File: src/logic/nfh_pkg.sv
/*
 * nfh_pkg: constants for the host-side command sequencer of a parallel NOR flash.
 * Assumes one 250 MHz clock domain; the flash is driven through asynchronous strobes.
 */
// Functional notes
// - Program resume, erase suspend and erase resume are one write at any address.
// - In bypass mode erase omits unlock cycles: 80 then 10, or 80 then 30.
// - After block erase, extra 30 cycles at block addresses queue more blocks.
// - Blank check: unlock, EB, 76, 00, 00 at block offset 0; 29 confirms.
// - Buffer confirm goes to the same block address as cycles three and four.
// - Buffer sequence at most 261/517 cycles, bypass form 259/515.
// - Count field is units minus one; buffer holds 256 bytes or 512 words.
// - Upper address held during buffer load; low bits select the entry.
// - Buffer abort error is cleared only by the three-cycle reset.
// - Bypass mode is left only by the two-cycle bypass reset 90, 00.
// - Auto select entry is two unlock cycles then 90.
package nfh_pkg;
	localparam int ADDR_W = 26;
	localparam int DATA_W = 16;
	// ----------------------------------------------------------------
	// command codes
	// ----------------------------------------------------------------
	localparam logic [7:0] CD_UNLK1 = 8'haa;
	localparam logic [7:0] CD_UNLK2 = 8'h55;
	localparam logic [7:0] CD_RESET = 8'hf0;
	localparam logic [7:0] CD_CFI = 8'h98;
	localparam logic [7:0] CD_ASEL = 8'h90;
	localparam logic [7:0] CD_BYP = 8'h20;
	localparam logic [7:0] CD_BYP_RST2 = 8'h00;
	localparam logic [7:0] CD_PROG = 8'ha0;
	localparam logic [7:0] CD_BUF = 8'h25;
	localparam logic [7:0] CD_BUF_CONF = 8'h29;
	localparam logic [7:0] CD_SUSP = 8'hb0;
	localparam logic [7:0] CD_RESUME = 8'h30;
	localparam logic [7:0] CD_ERASE = 8'h80;
	localparam logic [7:0] CD_CHIP = 8'h10;
	localparam logic [7:0] CD_BLK = 8'h30;
	localparam logic [7:0] CD_BC1 = 8'heb;
	localparam logic [7:0] CD_BC2 = 8'h76;
	localparam logic [7:0] CD_ZERO = 8'h00;
	// ----------------------------------------------------------------
	// unlock addresses
	// ----------------------------------------------------------------
	localparam logic [ADDR_W-1:0] UA1_W = 26'h0000555;
	localparam logic [ADDR_W-1:0] UA2_W = 26'h00002aa;
	localparam logic [ADDR_W-1:0] UA1_B = 26'h0000aaa;
	localparam logic [ADDR_W-1:0] UA2_B = 26'h0000555;
	// ----------------------------------------------------------------
	// buffer limits
	// ----------------------------------------------------------------
	localparam int BUF_MAX_B = 256;
	localparam int BUF_MAX_W = 512;
	localparam int SEQ_MAX_B = 261;
	localparam int SEQ_MAX_W = 517;
	localparam int SEQ_BYP_MAX_B = 259;
	localparam int SEQ_BYP_MAX_W = 515;
	localparam int BUF_LOW_W = 9;
	localparam int BUF_LOW_B = 8;
	// ----------------------------------------------------------------
	// bus timing
	// ----------------------------------------------------------------
	localparam int CLK_PS = 4000;
	localparam int T_WP_NS = 40;
	localparam int T_WPH_NS = 20;
	localparam int WP_CYC = (T_WP_NS * 1000 + CLK_PS - 1) / CLK_PS;
	localparam int WPH_CYC = (T_WPH_NS * 1000 + CLK_PS - 1) / CLK_PS;
	// ----------------------------------------------------------------
	// host commands
	// ----------------------------------------------------------------
	typedef enum logic [3:0] {
		NFH_OP_RESET1 = 4'h0,
		NFH_OP_RESET3 = 4'h1,
		NFH_OP_CFI = 4'h2,
		NFH_OP_ASEL = 4'h3,
		NFH_OP_BYP_ENTER = 4'h4,
		NFH_OP_BYP_EXIT = 4'h5,
		NFH_OP_PROG = 4'h6,
		NFH_OP_BUF = 4'h7,
		NFH_OP_SUSP = 4'h8,
		NFH_OP_RESUME = 4'h9,
		NFH_OP_CHIP_ER = 4'ha,
		NFH_OP_BLK_ER = 4'hb,
		NFH_OP_BLANK = 4'hc,
		NFH_OP_BLANK_GO = 4'hd,
		NFH_OP_BLK_ADD = 4'he
	} nfh_op_t;
	typedef enum logic [1:0] {
		NFH_MD_READ = 2'h0,
		NFH_MD_ASEL = 2'h1,
		NFH_MD_CFI = 2'h3
	} nfh_mode_t;
endpackage : nfh_pkg

File: src/logic/nfh_wcycle.sv
/*
 * nfh_wcycle: drives one asynchronous flash write cycle (ce, we low, then high).
 * Assumes outputs go straight to flash pins; oe stays high during writes.
 */
`timescale 1ns/1ps
module nfh_wcycle
	import nfh_pkg::*;
(
	input wire logic clk_i,
	input wire logic rst_n_i,
	input wire logic go_i,
	input wire logic [ADDR_W-1:0] addr_i,
	input wire logic [DATA_W-1:0] data_i,
	output logic idle_o,
	output logic ce_n_o,
	output logic we_n_o,
	output logic [ADDR_W-1:0] addr_o,
	output logic [DATA_W-1:0] dq_o,
	output logic dq_oe_o
);
	logic [7:0] cnt_ff;
	logic [7:0] nxt_cnt;
	logic [1:0] ph_ff;
	logic [1:0] nxt_ph;
	logic low_done;
	logic high_done;

	// phase 0 idle, 1 strobe low, 2 strobe high recovery
	assign low_done = (ph_ff == 2'h1) && (cnt_ff == 8'(WP_CYC - 1));
	assign high_done = (ph_ff == 2'h2) && (cnt_ff == 8'(WPH_CYC - 1));
	assign idle_o = (ph_ff == 2'h0);
	assign nxt_ph = (idle_o && go_i) ? 2'h1 : low_done ? 2'h2 : high_done ? 2'h0 : ph_ff;
	assign nxt_cnt = (low_done || high_done || idle_o) ? 8'h00 : cnt_ff + 8'h01;

	always_ff @(posedge clk_i or negedge rst_n_i) begin
		if (!rst_n_i) begin
			ph_ff <= 2'h0;
			cnt_ff <= 8'h00;
			ce_n_o <= 1'b1;
			we_n_o <= 1'b1;
			addr_o <= '0;
			dq_o <= '0;
			dq_oe_o <= 1'b0;
		end else begin
			ph_ff <= nxt_ph;
			cnt_ff <= nxt_cnt;
			ce_n_o <= (nxt_ph == 2'h0);
			we_n_o <= (nxt_ph != 2'h1);
			dq_oe_o <= (nxt_ph != 2'h0);
			if (idle_o && go_i) begin
				addr_o <= addr_i;
				dq_o <= data_i;
			end
		end
	end
endmodule : nfh_wcycle

File: src/logic/nfh_seq.sv
/*
 * nfh_seq: host sequencer that expands one command request into the
 * flash address-data write cycles, tracking the device mode it implies.
 * Assumes the user holds req until ack, and supplies buffer data on demand.
 */
`timescale 1ns/1ps
module nfh_seq
	import nfh_pkg::*;
#(
	parameter int BUF_DEPTH_W = BUF_MAX_W
)
(
	input wire logic clk_i,
	input wire logic rst_n_i,
	input wire logic byte_mode_i,
	input wire logic req_i,
	input wire nfh_op_t op_i,
	input wire logic [ADDR_W-1:0] addr_i,
	input wire logic [DATA_W-1:0] data_i,
	input wire logic [9:0] count_i,
	input wire logic busy_i,
	input wire logic abort_err_i,
	output logic ack_o,
	output logic reject_o,
	output logic data_req_o,
	output logic [9:0] data_idx_o,
	output logic bypass_o,
	output logic [1:0] mode_o,
	output logic suspended_o,
	output logic ce_n_o,
	output logic we_n_o,
	output logic oe_n_o,
	output logic [ADDR_W-1:0] fl_addr_o,
	output logic [DATA_W-1:0] fl_dq_o,
	output logic fl_dq_oe_o
);
	// ----------------------------------------------------------------
	// sequencer state
	// ----------------------------------------------------------------
	typedef enum logic [1:0] {
		NFH_ST_IDLE = 2'b00,
		NFH_ST_ISSUE = 2'b01,
		NFH_ST_WAIT = 2'b11,
		NFH_ST_DONE = 2'b10
	} nfh_st_t;

	nfh_st_t st_ff;
	nfh_st_t nxt_st;
	nfh_op_t op_ff;
	logic [ADDR_W-1:0] addr_ff;
	logic [DATA_W-1:0] data_ff;
	logic [9:0] cnt_ff;
	logic [9:0] step_ff;
	logic [9:0] last_step;
	logic bypass_ff;
	logic [1:0] mode_ff;
	logic susp_ff;
	logic wc_idle;
	logic wc_go;
	logic [ADDR_W-1:0] cyc_addr;
	logic [7:0] cyc_code;
	logic [ADDR_W-1:0] ua1;
	logic [ADDR_W-1:0] ua2;
	logic [ADDR_W-1:0] blk_base;
	logic [ADDR_W-1:0] buf_addr;
	logic [DATA_W-1:0] cyc_data;
	logic accept;
	logic refuse;
	logic last_cyc;
	logic buf_data_cyc;
	logic skip_unlk;
	logic [9:0] code_step;
	logic [9:0] buf_first;
	logic [9:0] buf_ent;

	// unlock address pair for the current bus width
	function automatic logic [ADDR_W-1:0] unlk(input logic second, input logic bm);
		if (bm)
			unlk = second ? UA2_B : UA1_B;
		else
			unlk = second ? UA2_W : UA1_W;
	endfunction : unlk

	assign ua1 = unlk(1'b0, byte_mode_i);
	assign ua2 = unlk(1'b1, byte_mode_i);
	// bypass drops the unlock pair only for program and erase forms
	assign skip_unlk = bypass_ff && (op_ff == NFH_OP_PROG || op_ff == NFH_OP_BUF
		|| op_ff == NFH_OP_CHIP_ER || op_ff == NFH_OP_BLK_ER);
	// bypass erase goes straight from 80 to its subcode
	assign code_step = !skip_unlk ? step_ff
		: ((op_ff == NFH_OP_CHIP_ER || op_ff == NFH_OP_BLK_ER) && step_ff == 10'h001) ? 10'h005
		: 10'(step_ff + 10'h002);
	// first buffer entry follows the 25 and count cycles
	assign buf_first = bypass_ff ? 10'h002 : 10'h004;
	assign buf_ent = 10'(step_ff - buf_first);
	// block offset 0: blank check cycles after the unlock pair, and the 29 confirm, target the block base
	assign blk_base = {addr_ff[ADDR_W-1:16], 16'h0000};
	// upper bits held, low bits walk the entry index
	assign buf_addr = byte_mode_i ? {addr_ff[ADDR_W-1:BUF_LOW_B], buf_ent[7:0]}
		: {addr_ff[ADDR_W-1:BUF_LOW_W], buf_ent[8:0]};

	// ----------------------------------------------------------------
	// cycle count per command
	// ----------------------------------------------------------------
	always_comb begin
		last_step = 10'h000;
		case (op_ff)
			NFH_OP_RESET3, NFH_OP_ASEL, NFH_OP_BYP_ENTER: last_step = 10'h002;
			NFH_OP_BYP_EXIT: last_step = 10'h001;
			NFH_OP_PROG: last_step = bypass_ff ? 10'h001 : 10'h003;
			// header + N+1 data + confirm, bounded by count width
			NFH_OP_BUF: last_step = bypass_ff ? 10'(cnt_ff + 10'h003)
				: 10'(cnt_ff + 10'h005);
			NFH_OP_CHIP_ER, NFH_OP_BLK_ER: last_step = bypass_ff ? 10'h001 : 10'h005;
			NFH_OP_BLANK: last_step = 10'h005;
			default: last_step = 10'h000;
		endcase
	end

	// non-bypass buffer: steps 4..4+N carry the N+1 entries; bypass starts at 2
	assign buf_data_cyc = (op_ff == NFH_OP_BUF) && (step_ff != last_step)
		&& (step_ff >= buf_first);

	// ----------------------------------------------------------------
	// address/code of the current cycle
	// ----------------------------------------------------------------
	always_comb begin
		cyc_addr = addr_ff;
		cyc_code = CD_RESET;
		case (op_ff)
			NFH_OP_RESET1: cyc_code = CD_RESET;
			NFH_OP_SUSP: cyc_code = CD_SUSP;
			NFH_OP_RESUME: cyc_code = CD_RESUME;
			NFH_OP_CFI: begin
				cyc_addr = ua1;
				cyc_code = CD_CFI;
			end
			NFH_OP_BYP_EXIT: cyc_code = (step_ff == 10'h000) ? CD_ASEL : CD_BYP_RST2;
			NFH_OP_BLANK_GO: begin
				cyc_addr = blk_base;
				cyc_code = CD_BUF_CONF;
			end
			NFH_OP_BLK_ADD: cyc_code = CD_BLK;
			default: begin
				if (!skip_unlk && step_ff == 10'h000) begin
					cyc_addr = ua1;
					cyc_code = CD_UNLK1;
				end else if (!skip_unlk && step_ff == 10'h001) begin
					cyc_addr = ua2;
					cyc_code = CD_UNLK2;
				end else begin
					cyc_addr = ua1;
					cyc_code = op_code(op_ff, code_step);
					if (op_ff == NFH_OP_BLANK)
						cyc_addr = blk_base;
					else if (op_ff == NFH_OP_BUF)
						cyc_addr = buf_data_cyc ? buf_addr : addr_ff;
					else if (op_ff == NFH_OP_BLK_ER && step_ff == last_step)
						cyc_addr = addr_ff;
					else if (op_ff == NFH_OP_PROG && step_ff == last_step)
						cyc_addr = addr_ff;
					else if (op_ff == NFH_OP_CHIP_ER && bypass_ff)
						cyc_addr = addr_ff;
				end
			end
		endcase
	end

	// code of the step-th cycle with unlock steps counted (bypass adds two)
	function automatic logic [7:0] op_code(input nfh_op_t op, input logic [9:0] s);
		op_code = CD_ZERO;
		case (op)
			NFH_OP_RESET3: op_code = CD_RESET;
			NFH_OP_ASEL: op_code = CD_ASEL;
			NFH_OP_BYP_ENTER: op_code = CD_BYP;
			NFH_OP_PROG: op_code = CD_PROG;
			NFH_OP_BUF: op_code = (s == 10'h002) ? CD_BUF : CD_ZERO;
			NFH_OP_CHIP_ER, NFH_OP_BLK_ER: begin
				case (s)
					10'h002: op_code = CD_ERASE;
					10'h003: op_code = CD_UNLK1;
					10'h004: op_code = CD_UNLK2;
					default: op_code = (op == NFH_OP_CHIP_ER) ? CD_CHIP : CD_BLK;
				endcase
			end
			NFH_OP_BLANK: begin
				case (s)
					10'h002: op_code = CD_BC1;
					10'h003: op_code = CD_BC2;
					default: op_code = CD_ZERO;
				endcase
			end
			default: op_code = CD_ZERO;
		endcase
	endfunction : op_code

	// second erase unlock pair sits at unlock addresses
	logic er_unlk;
	assign er_unlk = !bypass_ff && (op_ff == NFH_OP_CHIP_ER || op_ff == NFH_OP_BLK_ER)
		&& (step_ff == 10'h003 || step_ff == 10'h004);

	// buffer header: 25 at block, count at block, data, then confirm
	// single program carries its data on the last cycle
	assign cyc_data = buf_data_cyc ? data_ff
		: (op_ff == NFH_OP_PROG && step_ff == last_step) ? data_ff
		: (op_ff == NFH_OP_BUF && step_ff == last_step) ? {8'h00, CD_BUF_CONF}
		: (op_ff == NFH_OP_BUF && step_ff == (bypass_ff ? 10'h001 : 10'h003))
			? {6'h00, cnt_ff} : {8'h00, cyc_code};

	// ----------------------------------------------------------------
	// acceptance of requests
	// ----------------------------------------------------------------
	// reset forms are withheld while the device works; auto select too unless suspended
	assign refuse = (busy_i && (op_i == NFH_OP_RESET1 || op_i == NFH_OP_RESET3))
		|| (busy_i && !susp_ff && op_i == NFH_OP_ASEL)
		|| (op_i == NFH_OP_CFI && mode_ff == NFH_MD_CFI)
		|| (abort_err_i && op_i == NFH_OP_RESET1);
	assign accept = (st_ff == NFH_ST_IDLE) && req_i && !refuse;
	assign reject_o = (st_ff == NFH_ST_IDLE) && req_i && refuse;
	assign last_cyc = (step_ff == last_step);
	assign wc_go = (st_ff == NFH_ST_ISSUE);
	assign data_req_o = (st_ff == NFH_ST_WAIT) && wc_idle && !last_cyc && (op_ff == NFH_OP_BUF)
		&& (step_ff + 10'h001 >= buf_first)
		&& (step_ff + 10'h001 != last_step);
	assign data_idx_o = 10'(step_ff + 10'h001 - buf_first);
	assign ack_o = (st_ff == NFH_ST_DONE);

	always_comb begin
		nxt_st = st_ff;
		case (st_ff)
			NFH_ST_IDLE: nxt_st = accept ? NFH_ST_ISSUE : NFH_ST_IDLE;
			NFH_ST_ISSUE: nxt_st = NFH_ST_WAIT;
			NFH_ST_WAIT: nxt_st = !wc_idle ? NFH_ST_WAIT : last_cyc ? NFH_ST_DONE : NFH_ST_ISSUE;
			NFH_ST_DONE: nxt_st = NFH_ST_IDLE;
			default: nxt_st = NFH_ST_IDLE;
		endcase
	end

	always_ff @(posedge clk_i or negedge rst_n_i) begin
		if (!rst_n_i) begin
			st_ff <= NFH_ST_IDLE;
			op_ff <= NFH_OP_RESET1;
			addr_ff <= '0;
			data_ff <= '0;
			cnt_ff <= 10'h000;
			step_ff <= 10'h000;
		end else begin
			st_ff <= nxt_st;
			if (accept) begin
				op_ff <= op_i;
				addr_ff <= addr_i;
				data_ff <= data_i;
				// count clipped to buffer size for the bus width
				cnt_ff <= (byte_mode_i && count_i >= 10'(BUF_MAX_B)) ? 10'(BUF_MAX_B - 1)
					: (count_i >= 10'(BUF_DEPTH_W)) ? 10'(BUF_DEPTH_W - 1) : count_i;
				step_ff <= 10'h000;
			end else if (st_ff == NFH_ST_WAIT && wc_idle && !last_cyc) begin
				step_ff <= step_ff + 10'h001;
				if (data_req_o)
					data_ff <= data_i;
			end
		end
	end

	// ----------------------------------------------------------------
	// device mode tracking
	// ----------------------------------------------------------------
	always_ff @(posedge clk_i or negedge rst_n_i) begin
		if (!rst_n_i) begin
			mode_ff <= NFH_MD_READ;
			bypass_ff <= 1'b0;
			susp_ff <= 1'b0;
		end else if (ack_o) begin
			case (op_ff)
				NFH_OP_RESET1, NFH_OP_RESET3: mode_ff <= NFH_MD_READ;
				NFH_OP_CFI: mode_ff <= NFH_MD_CFI;
				NFH_OP_ASEL: mode_ff <= NFH_MD_ASEL;
				NFH_OP_BYP_ENTER: bypass_ff <= 1'b1;
				NFH_OP_BYP_EXIT: bypass_ff <= 1'b0;
				NFH_OP_SUSP: susp_ff <= 1'b1;
				NFH_OP_RESUME: susp_ff <= 1'b0;
				default: mode_ff <= mode_ff;
			endcase
		end
	end

	assign bypass_o = bypass_ff;
	assign mode_o = mode_ff;
	assign suspended_o = susp_ff;
	assign oe_n_o = 1'b1;

	nfh_wcycle u_wc (
		.clk_i(clk_i),
		.rst_n_i(rst_n_i),
		.go_i(wc_go),
		.addr_i(er_unlk ? ((step_ff == 10'h003) ? ua1 : ua2) : cyc_addr),
		.data_i(cyc_data),
		.idle_o(wc_idle),
		.ce_n_o(ce_n_o),
		.we_n_o(we_n_o),
		.addr_o(fl_addr_o),
		.dq_o(fl_dq_o),
		.dq_oe_o(fl_dq_oe_o)
	);
endmodule : nfh_seq

File: config.mk
export PLATFORM = sky130hd
export DESIGN_NAME = nfh_seq
export DESIGN_NICKNAME = d
export VERILOG_FILES = /design/src/logic/nfh_pkg.sv /design/src/logic/nfh_wcycle.sv /design/src/logic/nfh_seq.sv
export SDC_FILE = /design/constraint.sdc
export NUM_CORES = 1
export LEC_CHECK = 0
export BUFFER_PORTS_ARGS = -buffer_cell sky130_fd_sc_hd__buf_2
export CORE_UTILIZATION = 60
export CTS_BUF_LIST = sky130_fd_sc_hd__clkbuf_8
export DETAILED_ROUTE_END_ITERATION = 6
export GPL_ROUTABILITY_DRIVEN = 0
export HOLD_SLACK_MARGIN = 0.05
export PLACE_DENSITY = 0.91
export RECOVER_POWER = 25
export SYNTH_ARGS = -nofsm -noshare
export SYNTH_HDL_FRONTEND = slang
export SYNTH_HIERARCHICAL = 1
export SYNTH_SLANG_ARGS = --single-unit
File: constraint.sdc
create_clock -name clk_i -period 8.2 [get_ports clk_i]
set_clock_uncertainty 0.05 [all_clocks]
set_input_delay 1.64 -clock clk_i [delete_from_list [all_inputs] [get_ports clk_i]]
set_output_delay 1.64 -clock clk_i [all_outputs]
set_load 0.03 [all_outputs]
== After elaboration in Yosys (flattened, before gate mapping) ==
Cells that the tools add are included.

* $add $sub $neg: 7
* $lt $le $gt $ge: 4
* Equal/unequal tests: 36
* Muxes and demuxes: 52
* Reductions and logical operators: 67

{| class="wikitable"
|+ Operator list
! cell !! count
|-
| 2-to-1 mux 26 bit || 8
|-
| 2-to-1 mux 10 bit || 9
|-
| 2-to-1 mux 16 bit || 5
|-
| case mux 26 bit (3 select lines) || 1
|-
| case mux 10 bit (6 select lines) || 1
|-
| case mux 8 bit (7 select lines) || 1
|-
| case mux 8 bit (6 select lines) || 1
|-
| 2-to-1 mux 8 bit || 4
|-
| == test 10 x 2 -> 1 bit, second input constant || 3
|-
| logical AND 1 bit || 30
|-
| == test 4 bit, second input constant || 7
|-
| 2-to-1 mux 12 bit || 2
|-
| case mux 8 bit (3 select lines) || 1
|-
| adder 10 x 2 -> 10 bit, second input constant || 2
|-
| == test 10 x 3 -> 1 bit, second input constant || 2
|-
| greater-or-equal comparator 10 x 3 -> 1 bit || 2
|-
| inequality test 10 bit || 2
|-
| 2-to-1 mux 9 bit || 2
|-
| == test 4 x 2 -> 1 bit, second input constant || 4
|-
| == test 4 x 3 -> 1 bit, second input constant || 4
|-
| case mux 8 bit (2 select lines) || 1
|-
| 2-to-1 mux 2 bit || 6
|-
| 2-to-1 mux 6 bit || 2
|-
| logical OR 1 bit || 11
|-
| 32 further kinds || 55
|}

* Flip-flop bits (word level): 127
* Bits of input ports: 62
* Output and inout port bits: 63
* Word-level logic and storage cells: 182

== Longest topological paths before layout ==
Gate-level depths: netlist of the first run.

* Depth after elaboration: 16
* Mapped depth: 13
* Gate-level depth less buffers: 11

== Modules after synthesis ==
The synthesis of the first run kept the hierarchy.

{| class="wikitable"
|+ Modules (own cells, without submodules)
! module !! instances !! cells an instance !! area each (um2) !! seq. area each (um2)
|-
| nfh_seq || 1 || 793 || 6,506.2 || 1,801.7
|-
| nfh_wcycle || 1 || 150 || 2,436.1 || 1,378.8
|}

== Worst setup path before layout of the first run ==
Ideal clock, no wire load.

* Path kind: register -> output
* Start point: register bypass_ff, in the netlist bypass_o
* End point: output data_req_o
* Arrival time: 3.498 ns
* Data required time: 6.510 ns
* Path slack: 3.012 ns
* Cell stages (with the launch flop): 11
* Path buffers: 1
* Path through: dfrtp_1 inv_1 fa_1 nand2b_1 a211oi_2 mux2_2 o211ai_4 nor3_2 a21oi_4 buf_2 and2_1

* Cells in the longest elaborated chain, start to end: 8
* Elaborated cells between the ends (all ways): 13
* Classes of those cells: order compare: 1; eq/ne: 2; mux: 5; reduce/logical: 5

{| class="wikitable"
|+ RTL lines
! element !! line !! source
|-
| start, declared || nfh_seq.sv:55 || <nowiki>logic bypass_ff;</nowiki>
|-
| start signal, assigned || nfh_seq.sv:271 || <nowiki>bypass_ff <= 1'b0;</nowiki>
|-
| start signal, assigned || nfh_seq.sv:278 || <nowiki>NFH_OP_BYP_ENTER: bypass_ff <= 1'b1;</nowiki>
|-
| start signal, assigned || nfh_seq.sv:279 || <nowiki>NFH_OP_BYP_EXIT: bypass_ff <= 1'b0;</nowiki>
|-
| 2-to-1 mux 10 bit (tied with other cells) || nfh_seq.sv:112 || <nowiki>NFH_OP_BUF: last_step = bypass_ff ? 10'(cnt_ff + 10'h003)</nowiki>
|-
| case mux 10 bit (6 select lines) || nfh_seq.sv:107 || <nowiki>case (op_ff)</nowiki>
|-
| == test 10 bit || nfh_seq.sv:220 || <nowiki>assign last_cyc = (step_ff == last_step);</nowiki>
|-
| logical NOT 1 bit || nfh_seq.sv:222 || <nowiki>assign data_req_o = (st_ff == NFH_ST_WAIT) && wc_idle && !last_cyc && (op_ff == NFH_OP_BUF)</nowiki>
|-
| logical AND 1 bit (2 in a row) || nfh_seq.sv:222 ||
|-
| logical AND 1 bit || nfh_seq.sv:223 || <nowiki>&& (step_ff + 10'h001 >= buf_first)</nowiki>
|-
| logical AND 1 bit * || nfh_seq.sv:224 || <nowiki>&& (step_ff + 10'h001 != last_step);</nowiki>
|-
| end, declared || nfh_seq.sv:25 || <nowiki>output logic data_req_o,</nowiki>
|}

Mark *: on every way between the ends. The rest lies on a longest branch, timed or not.

== Worst setup path after layout of the first run ==
Ends and elaborated chain as after synthesis.

==> results of run 1 <==
## worst max path at each step
stage                 end  cells past startpoint
6_report       data_req_o                     10
5_1_grt        data_req_o                     10
4_1_cts        data_req_o                     10
3_5_place_dp   data_req_o                     10
3_3_place_gp   data_req_o                     10
2_1_floorplan  data_req_o                     10
## logic make-up after synthesis
logic type	synth area share, %
adders and majority gates	2.63
AOI/OAI and AO/OA	17.9
buffers and inverters	5.04
muxes	11.2
DFF	35.6
xor gates and xnor gates	4.44
other	0.0419
and+or+nand+nor	23.2
## flip-flops by register name (all words and copies together), names as in the netlist
name / count
addr_ff: 26
bypass_o: 1
cnt_ff: 10
data_ff: 16
mode_o: 2
op_ff: 4
st_ff: 2
step_ff: 10
suspended_o: 1
u_wc/addr_o: 26
u_wc/ce_n_o: 1
u_wc/cnt_ff: 8
u_wc/dq_o: 16
u_wc/dq_oe_o: 1
u_wc/ph_ff: 2
u_wc/we_n_o: 1
## worst max-delay path, stage by stage (launching register included)
cell	delay, ns
dfrtp_1	0.61
inv_1	0.28
fa_1	0.56
nor2b_4	0.18
o22ai_1	0.13
or2_2	0.34
a32o_1	0.29
o211a_1	0.37
a21oi_4	0.53
and2_1	0.20
buf_2	0.19
## report_power, final
part / total, uW / switching [uW] / internal (uW) / leakage (uW)
combinational: 2760 / 1720 / 1050 / 0.00274
sequential: 1210 / 323 / 888 / 0.00161
clock: 550 / 266 / 284 / 0.000204
total: 4530 / 2310 / 2220 / 0.00455
## synth_stat cells (4+ instances only)
library cell,count
nor3_1,17
a211oi_1,16
o211ai_1,10
nand4_1,9
clkbuf_1,23
buf_12,5
a21o_1,8
a211o_1,4
dfrtp_1,125
nor2_1,51
nand3_1,21
nor2b_1,20
buf_2,11
inv_1,31
ha_1,14
o211a_1,5
o21ai_1,5
o31ai_1,6
and3_1,5
mux2i_1,10
a31oi_1,13
a221o_1,7
o21ai_0,41
and2_1,23
buf_4,7
nand2b_1,9
mux2_4,48
xnor2_1,23
or2_2,4
mux2_2,15
or4_1,6
nand2_1,148
a21oi_1,41
or3_1,14
o2111ai_1,4
xor2_1,16
a22o_1,6
nor3b_1,9
and3b_1,4
nor4_1,12
## area by class of cell
type                            instances  area (um2)  share of cell area (%)
Tap cell                              184         230                    2.33
Timing Repair Buffer                  128         644                    6.53
Clock buffer                           22         303                    3.07
Inverter                               31         116                    1.18
Sequential cell                       127        3180                    32.2
Clock inverter                         10         101                    1.03
Multi-Input combinational cell        734        5300                    53.7
## through the flow
step	util (%)	setup WS, ns	area (um2)	std cells
floorplan	-	3.01	8940	943
global placement	65.3	3.01	9490	1204
detailed placement	65.3	2.93	9490	1204
CTS	68.1	2.39	9900	1236
global route	67.9	2.17	9870	1236
finish	67.9	2.36	9870	1236
## per-layer routing
metal | up-vias | wire length (um) | GRT usage, %
li1 | 3603 | - | -
met1 | 3809 | 9860 | 42.1
met2 | 521 | 11000 | 48.8
met3 | 122 | 2520 | 9.16
met4 | 0 | 1230 | 17.8
met5 | - | 0 | 0
==> impl_metrics.csv, run 1 <==
group,metric,value,unit
sta,rsz0062_at_grt,"false",
routing,drt_wl_total,24600,um
finish,layout_commonest_cell,"nand2_1",
setup_path,rr_worst_depth,10,
power_and_ir_drop,power_leakage,0.00455,uW
yosys,synth_area,0.00894,mm2
outcome,status,"finished, violations left",
routing,postRouteAntennaNets,0,
sta,tns,0,ns
clock_tree,numCtsBuffers,17,
clock_tree,post_cts_buffers,0,
routing,viasPerCell,6.52,
floorplanning,rows,44,
floorplanning,dieArea,0.0154,mm2
hold_path,min_to,"addr_ff[19]",
place,io_buffers,123,
sta,drv_slew,58,
sta,slew_headroom,-95.6,%
sta,finalCriticalPeriod,5.84,ns
sta,worst_pin_slew,2.93,ns
clock_tree,post_cts_resize_count,0,
sta,clock.fmax,0.171,GHz
setup_path,cp-end-kind,"output pin",
global_routing,grt_use_total,32.5,%
setup_path,crit_fanout,15,
clock_tree,clk-insertion-delay-late,0.46,ns
finish,area_growth,10.4,%
hold_path,hold_path_class,"reg2reg",
routing,vias,8055,
floorplanning,coreArea,0.0145,mm2
clock_tree,clockBufferDepth,2,
clock_tree,root_buffer,"clkbuf_8",
yosys,synth_top_area_share,35.0,%
yosys,synth_ff_type,"dfrtp_1",
yosys,syn-num-nets,1022,
sta,timing.final.crit_share,71.2,%
finish,fillCellCount,1117,
yosys,yosysSeqAreaShare,35.6,%
setup_path,r2r_slack,3.73,ns
clock_tree,htree_levels,4,
finish,final_cell_mix,"148 x nand2_1, 125 x dfrtp_1, 116 x buf_2, 51 x nor2_1, 48 x mux2_4",
setup_path,arrival,4.15,ns
place,place.detailed.hpwl,17400,um
global_routing,antenna_found_initial,0,
yosys,synth_async_sr_flop_share,100,%
yosys,synthCells,943,
setup_path,start_kind,"flop",
sta,setup_violations,0,
yosys,yosys_warnings,6,
floorplanning,fp.dieH,124,um
finish,final_layout_size_suffix_gt1_share,25.5,%
setup_path,r2r-end,"data_ff[0]",
clock_tree,path_clk_slew,0.08,ns
setup_path,cp.required,6.51,ns
routing,drtIter0Drc,1127,
power_and_ir_drop,power,4530,uW
outcome,failed_checks,"design-rule violations, max-capacitance violations, max-slew violations",
global_routing,grt_max_degree,72,
setup_path,path_class,"reg2out",
setup_path,timing.rr.start,"bypass_o",
clock_tree,cts_tree,"yes",
floorplanning,initial_core_util,61.5,%
finish,antenna_cells,0,
yosys,avgSynthCellArea,9.48,um2
routing,wire_per_inst,19.9,um
yosys,yosys-top-cells-area,"dfrtp_1 35%, mux2_4 8.1%, nand2_1 6.2%",
hold_path,whs_path_depth,2,
power_and_ir_drop,power_density,458,mW/mm2
routing,drc_errors,15,
yosys,ys_ff_latch,127,
clock_tree,cts_hold_buf,0,
global_routing,grt_remaining_overflow,0,
hold_path,hold_path_startpoint,"addr_ff[19]",
yosys,ys_types,106,
clock_tree,clock_sinks,127,
routing,detail_route.first_pass.iterations,7,
yosys,synth_edf_count,0,
run,cap_viol_max_count,1,
power_and_ir_drop,max-vdd-ir-drop,0.257,mV
floorplanning,ios,125,
global_routing,grt_pass1_wl,37900,um
sta,holdWs,0.421,ns
global_routing,grt_pass1_vias,7427,
floorplanning,die_w,124,um
setup_path,cp-startpoint,"bypass_o",
yosys,yosys.area.top_type,"dfrtp_1",
finish,fin_nets,1118,
sta,hold_viol,0,
Power figures use the tool's default switching activity.
==> run 2, diff against run 1 <==
==> constraint.sdc (replaced) <==
create_clock -name clk_i -period 5.52 [get_ports clk_i]
set_clock_uncertainty 0.05 [all_clocks]
set_input_delay 1.104 -clock clk_i [delete_from_list [all_inputs] [get_ports clk_i]]
set_output_delay 1.104 -clock clk_i [all_outputs]
set_load 0.03 [all_outputs]
==> run 2 against run 1 <==
Compared with the run above:
- the run still ends with design-rule violations, max-capacitance violations, max-slew violations left
- clock power increased by 37%
- hold slack is essentially flat
- register-to-register slack got worse by 2.8 ns
- non-clock buffer count up 4
- sequential share of layout area up 0.057 points
- count of clock-buffer cells in the layout decreased by 4
- critical path depth unchanged
- cell count hardly changed
- sequential power is 50% higher
- worst setup slack worse by 2.2 ns
- wire length grew 0.80%
- critical path type unchanged
- critical endpoint unchanged
==> impl_metrics.csv, run 2 (synthesis gave the netlist of run 1 again) <==
group,metric,value,unit
setup_path,cp-end-kind,"output pin",
routing,postRouteAntennaNets,0,
power_and_ir_drop,power_density,678,mW/mm2
floorplanning,rows,44,
setup_path,path_class,"reg2out",
floorplanning,ios,125,
global_routing,grt_max_degree,58,
routing,vias,8087,
routing,detail_route.first_pass.iterations,7,
finish,fin_area,0.00985,mm2
outcome,status,"finished, violations left",
sta,rsz0062_at_grt,"false",
clock_tree,post_cts_resize_count,0,
hold_path,hold_path_class,"reg2reg",
floorplanning,dieArea,0.0154,mm2
setup_path,cp-startpoint,"bypass_o",
setup_path,timing.rr.start,"bypass_o",
place,pre_cts_ws,0.750,ns
routing,drtIter0Drc,1276,
sta,hold_viol,0,
routing,wire_per_inst,20.1,um
routing,viasPerCell,6.54,
hold_path,hold_path_startpoint,"addr_ff[18]",
clock_tree,cts_hold_buf,0,
floorplanning,coreArea,0.0145,mm2
sta,tns,0,ns
power_and_ir_drop,max-vdd-ir-drop,0.387,mV
clock_tree,clk-insertion-delay-late,0.47,ns
setup_path,start_kind,"flop",
clock_tree,clock_sinks,127,
clock_tree,htree_levels,4,
sta,slew_headroom,-102,%
sta,worst_pin_slew,3.03,ns
clock_tree,path_clk_slew,0.07,ns
run,cap_viol_max_count,2,
finish,antenna_cells,0,
global_routing,grt_remaining_overflow,0,
sta,drv_slew,86,
finish,reg_top3,"addr_ff (26), u_wc/addr_o (26)",
finish,final_cell_mix,"148 x nand2_1, 125 x dfrtp_1, 122 x buf_2, 51 x nor2_1, 48 x mux2_4",
sta,finalCriticalPeriod,5.39,ns
place,dpl-instance-area,0.00952,mm2
place,io_buffers,123,
sta,clock.fmax,0.186,GHz
clock_tree,root_buffer,"clkbuf_8",
global_routing,grt_pass1_vias,7610,
global_routing,grt_use_total,33.6,%
sta,timing.final.crit_share,97.6,%
global_routing,antenna_found_initial,0,
setup_path,arrival,4.23,ns
sta,worst_slack,0.134,ns
clock_tree,cts_tree,"yes",
sta,setup_violations,0,
clock_tree,numCtsBuffers,17,
floorplanning,fp.dieH,124,um
finish,area_growth,10.2,%
routing,drc_errors,13,
global_routing,grt_pass1_wl,39200,um
finish,fin_nets,1122,
finish,final_layout_size_suffix_gt1_share,25.5,%
finish,layout_commonest_cell,"nand2_1",
setup_path,cp.required,4.37,ns
power_and_ir_drop,power_leakage,0.00458,uW
place,place.detailed.hpwl,17600,um
outcome,failed_checks,"design-rule violations, max-capacitance violations, max-slew violations",
routing,drt_wl_total,24800,um
floorplanning,die_w,124,um
setup_path,crit_fanout,15,
clock_tree,post_cts_buffers,0,
clock_tree,clockBufferDepth,2,
finish,postLayoutCoreUtil,67.8,%
floorplanning,initial_core_util,61.5,%
==> run 2: cell count changes in the layout (fill, tap and decap cells not counted), sizes merged <==
cell	change
inv	+3
clkinv	-2
buf	+9
clkinvlp	-1
bufinv	+1
clkbuf	-9
==> run 2: worst max-delay path, cell delays in order (launching register included) <==
cell and delay [ns]:
dfrtp_1 0.61, inv_1 0.29, fa_1 0.60, nand2b_1 0.22, a211oi_2 0.31, mux2i_1 0.16
o22ai_1 0.45, nor3_2 0.19, a21oi_4 0.53, and2_1 0.20, buf_2 0.19
==> run 2: layout make-up <==
class	instances	area, um2
Clock buffer	18	248
Clock inverter	11	105
Fill cell	1133	4680
Inverter	31	116
Timing Repair Buffer	132	678
Multi-Input combinational cell	734	5300
Tap cell	184	230
Sequential cell	127	3180
==> run 2: path summary, 6_finish.rpt <==
path                                    to  slack (ns)  cells past startpoint
max                             data_req_o        0.13                     10
min                            addr_ff[18]        0.42                      2
max reg2reg                     data_ff[4]        0.93                     10
min reg2reg                    addr_ff[18]        0.42                      2
max in group asynchronous         bypass_o        1.27                      2
min in group asynchronous  u_wc/addr_o[21]        1.58                      1
==> run 2: power breakdown <==
group	switching, uW	internal (uW)
combinational	2550	1580
clock	359	396
sequential	485	1320
==> run 2: through the flow <==
step	instances	hold WS (ns)	total power (uW)
3_5_place_dp	1208	0.404	5790
2_1_floorplan	943	0.388	4800
3_3_place_gp	1208	0.399	5660
4_1_cts	1237	0.421	6570
5_1_grt	1237	0.457	7070
6_report	1237	0.420	6680
==> run 2: metal layers <==
metal | wire, um | share of wire (%) | global-route usage [%] | vias to the layer above
met5 | 0 | 0 | 0 | -
met4 | 1140 | 4.6 | 15.3 | 0
met3 | 2740 | 11 | 10.7 | 149
met2 | 11100 | 45 | 50.7 | 566
met1 | 9840 | 40 | 43.8 | 3759
li1 | - | - | - | 3613
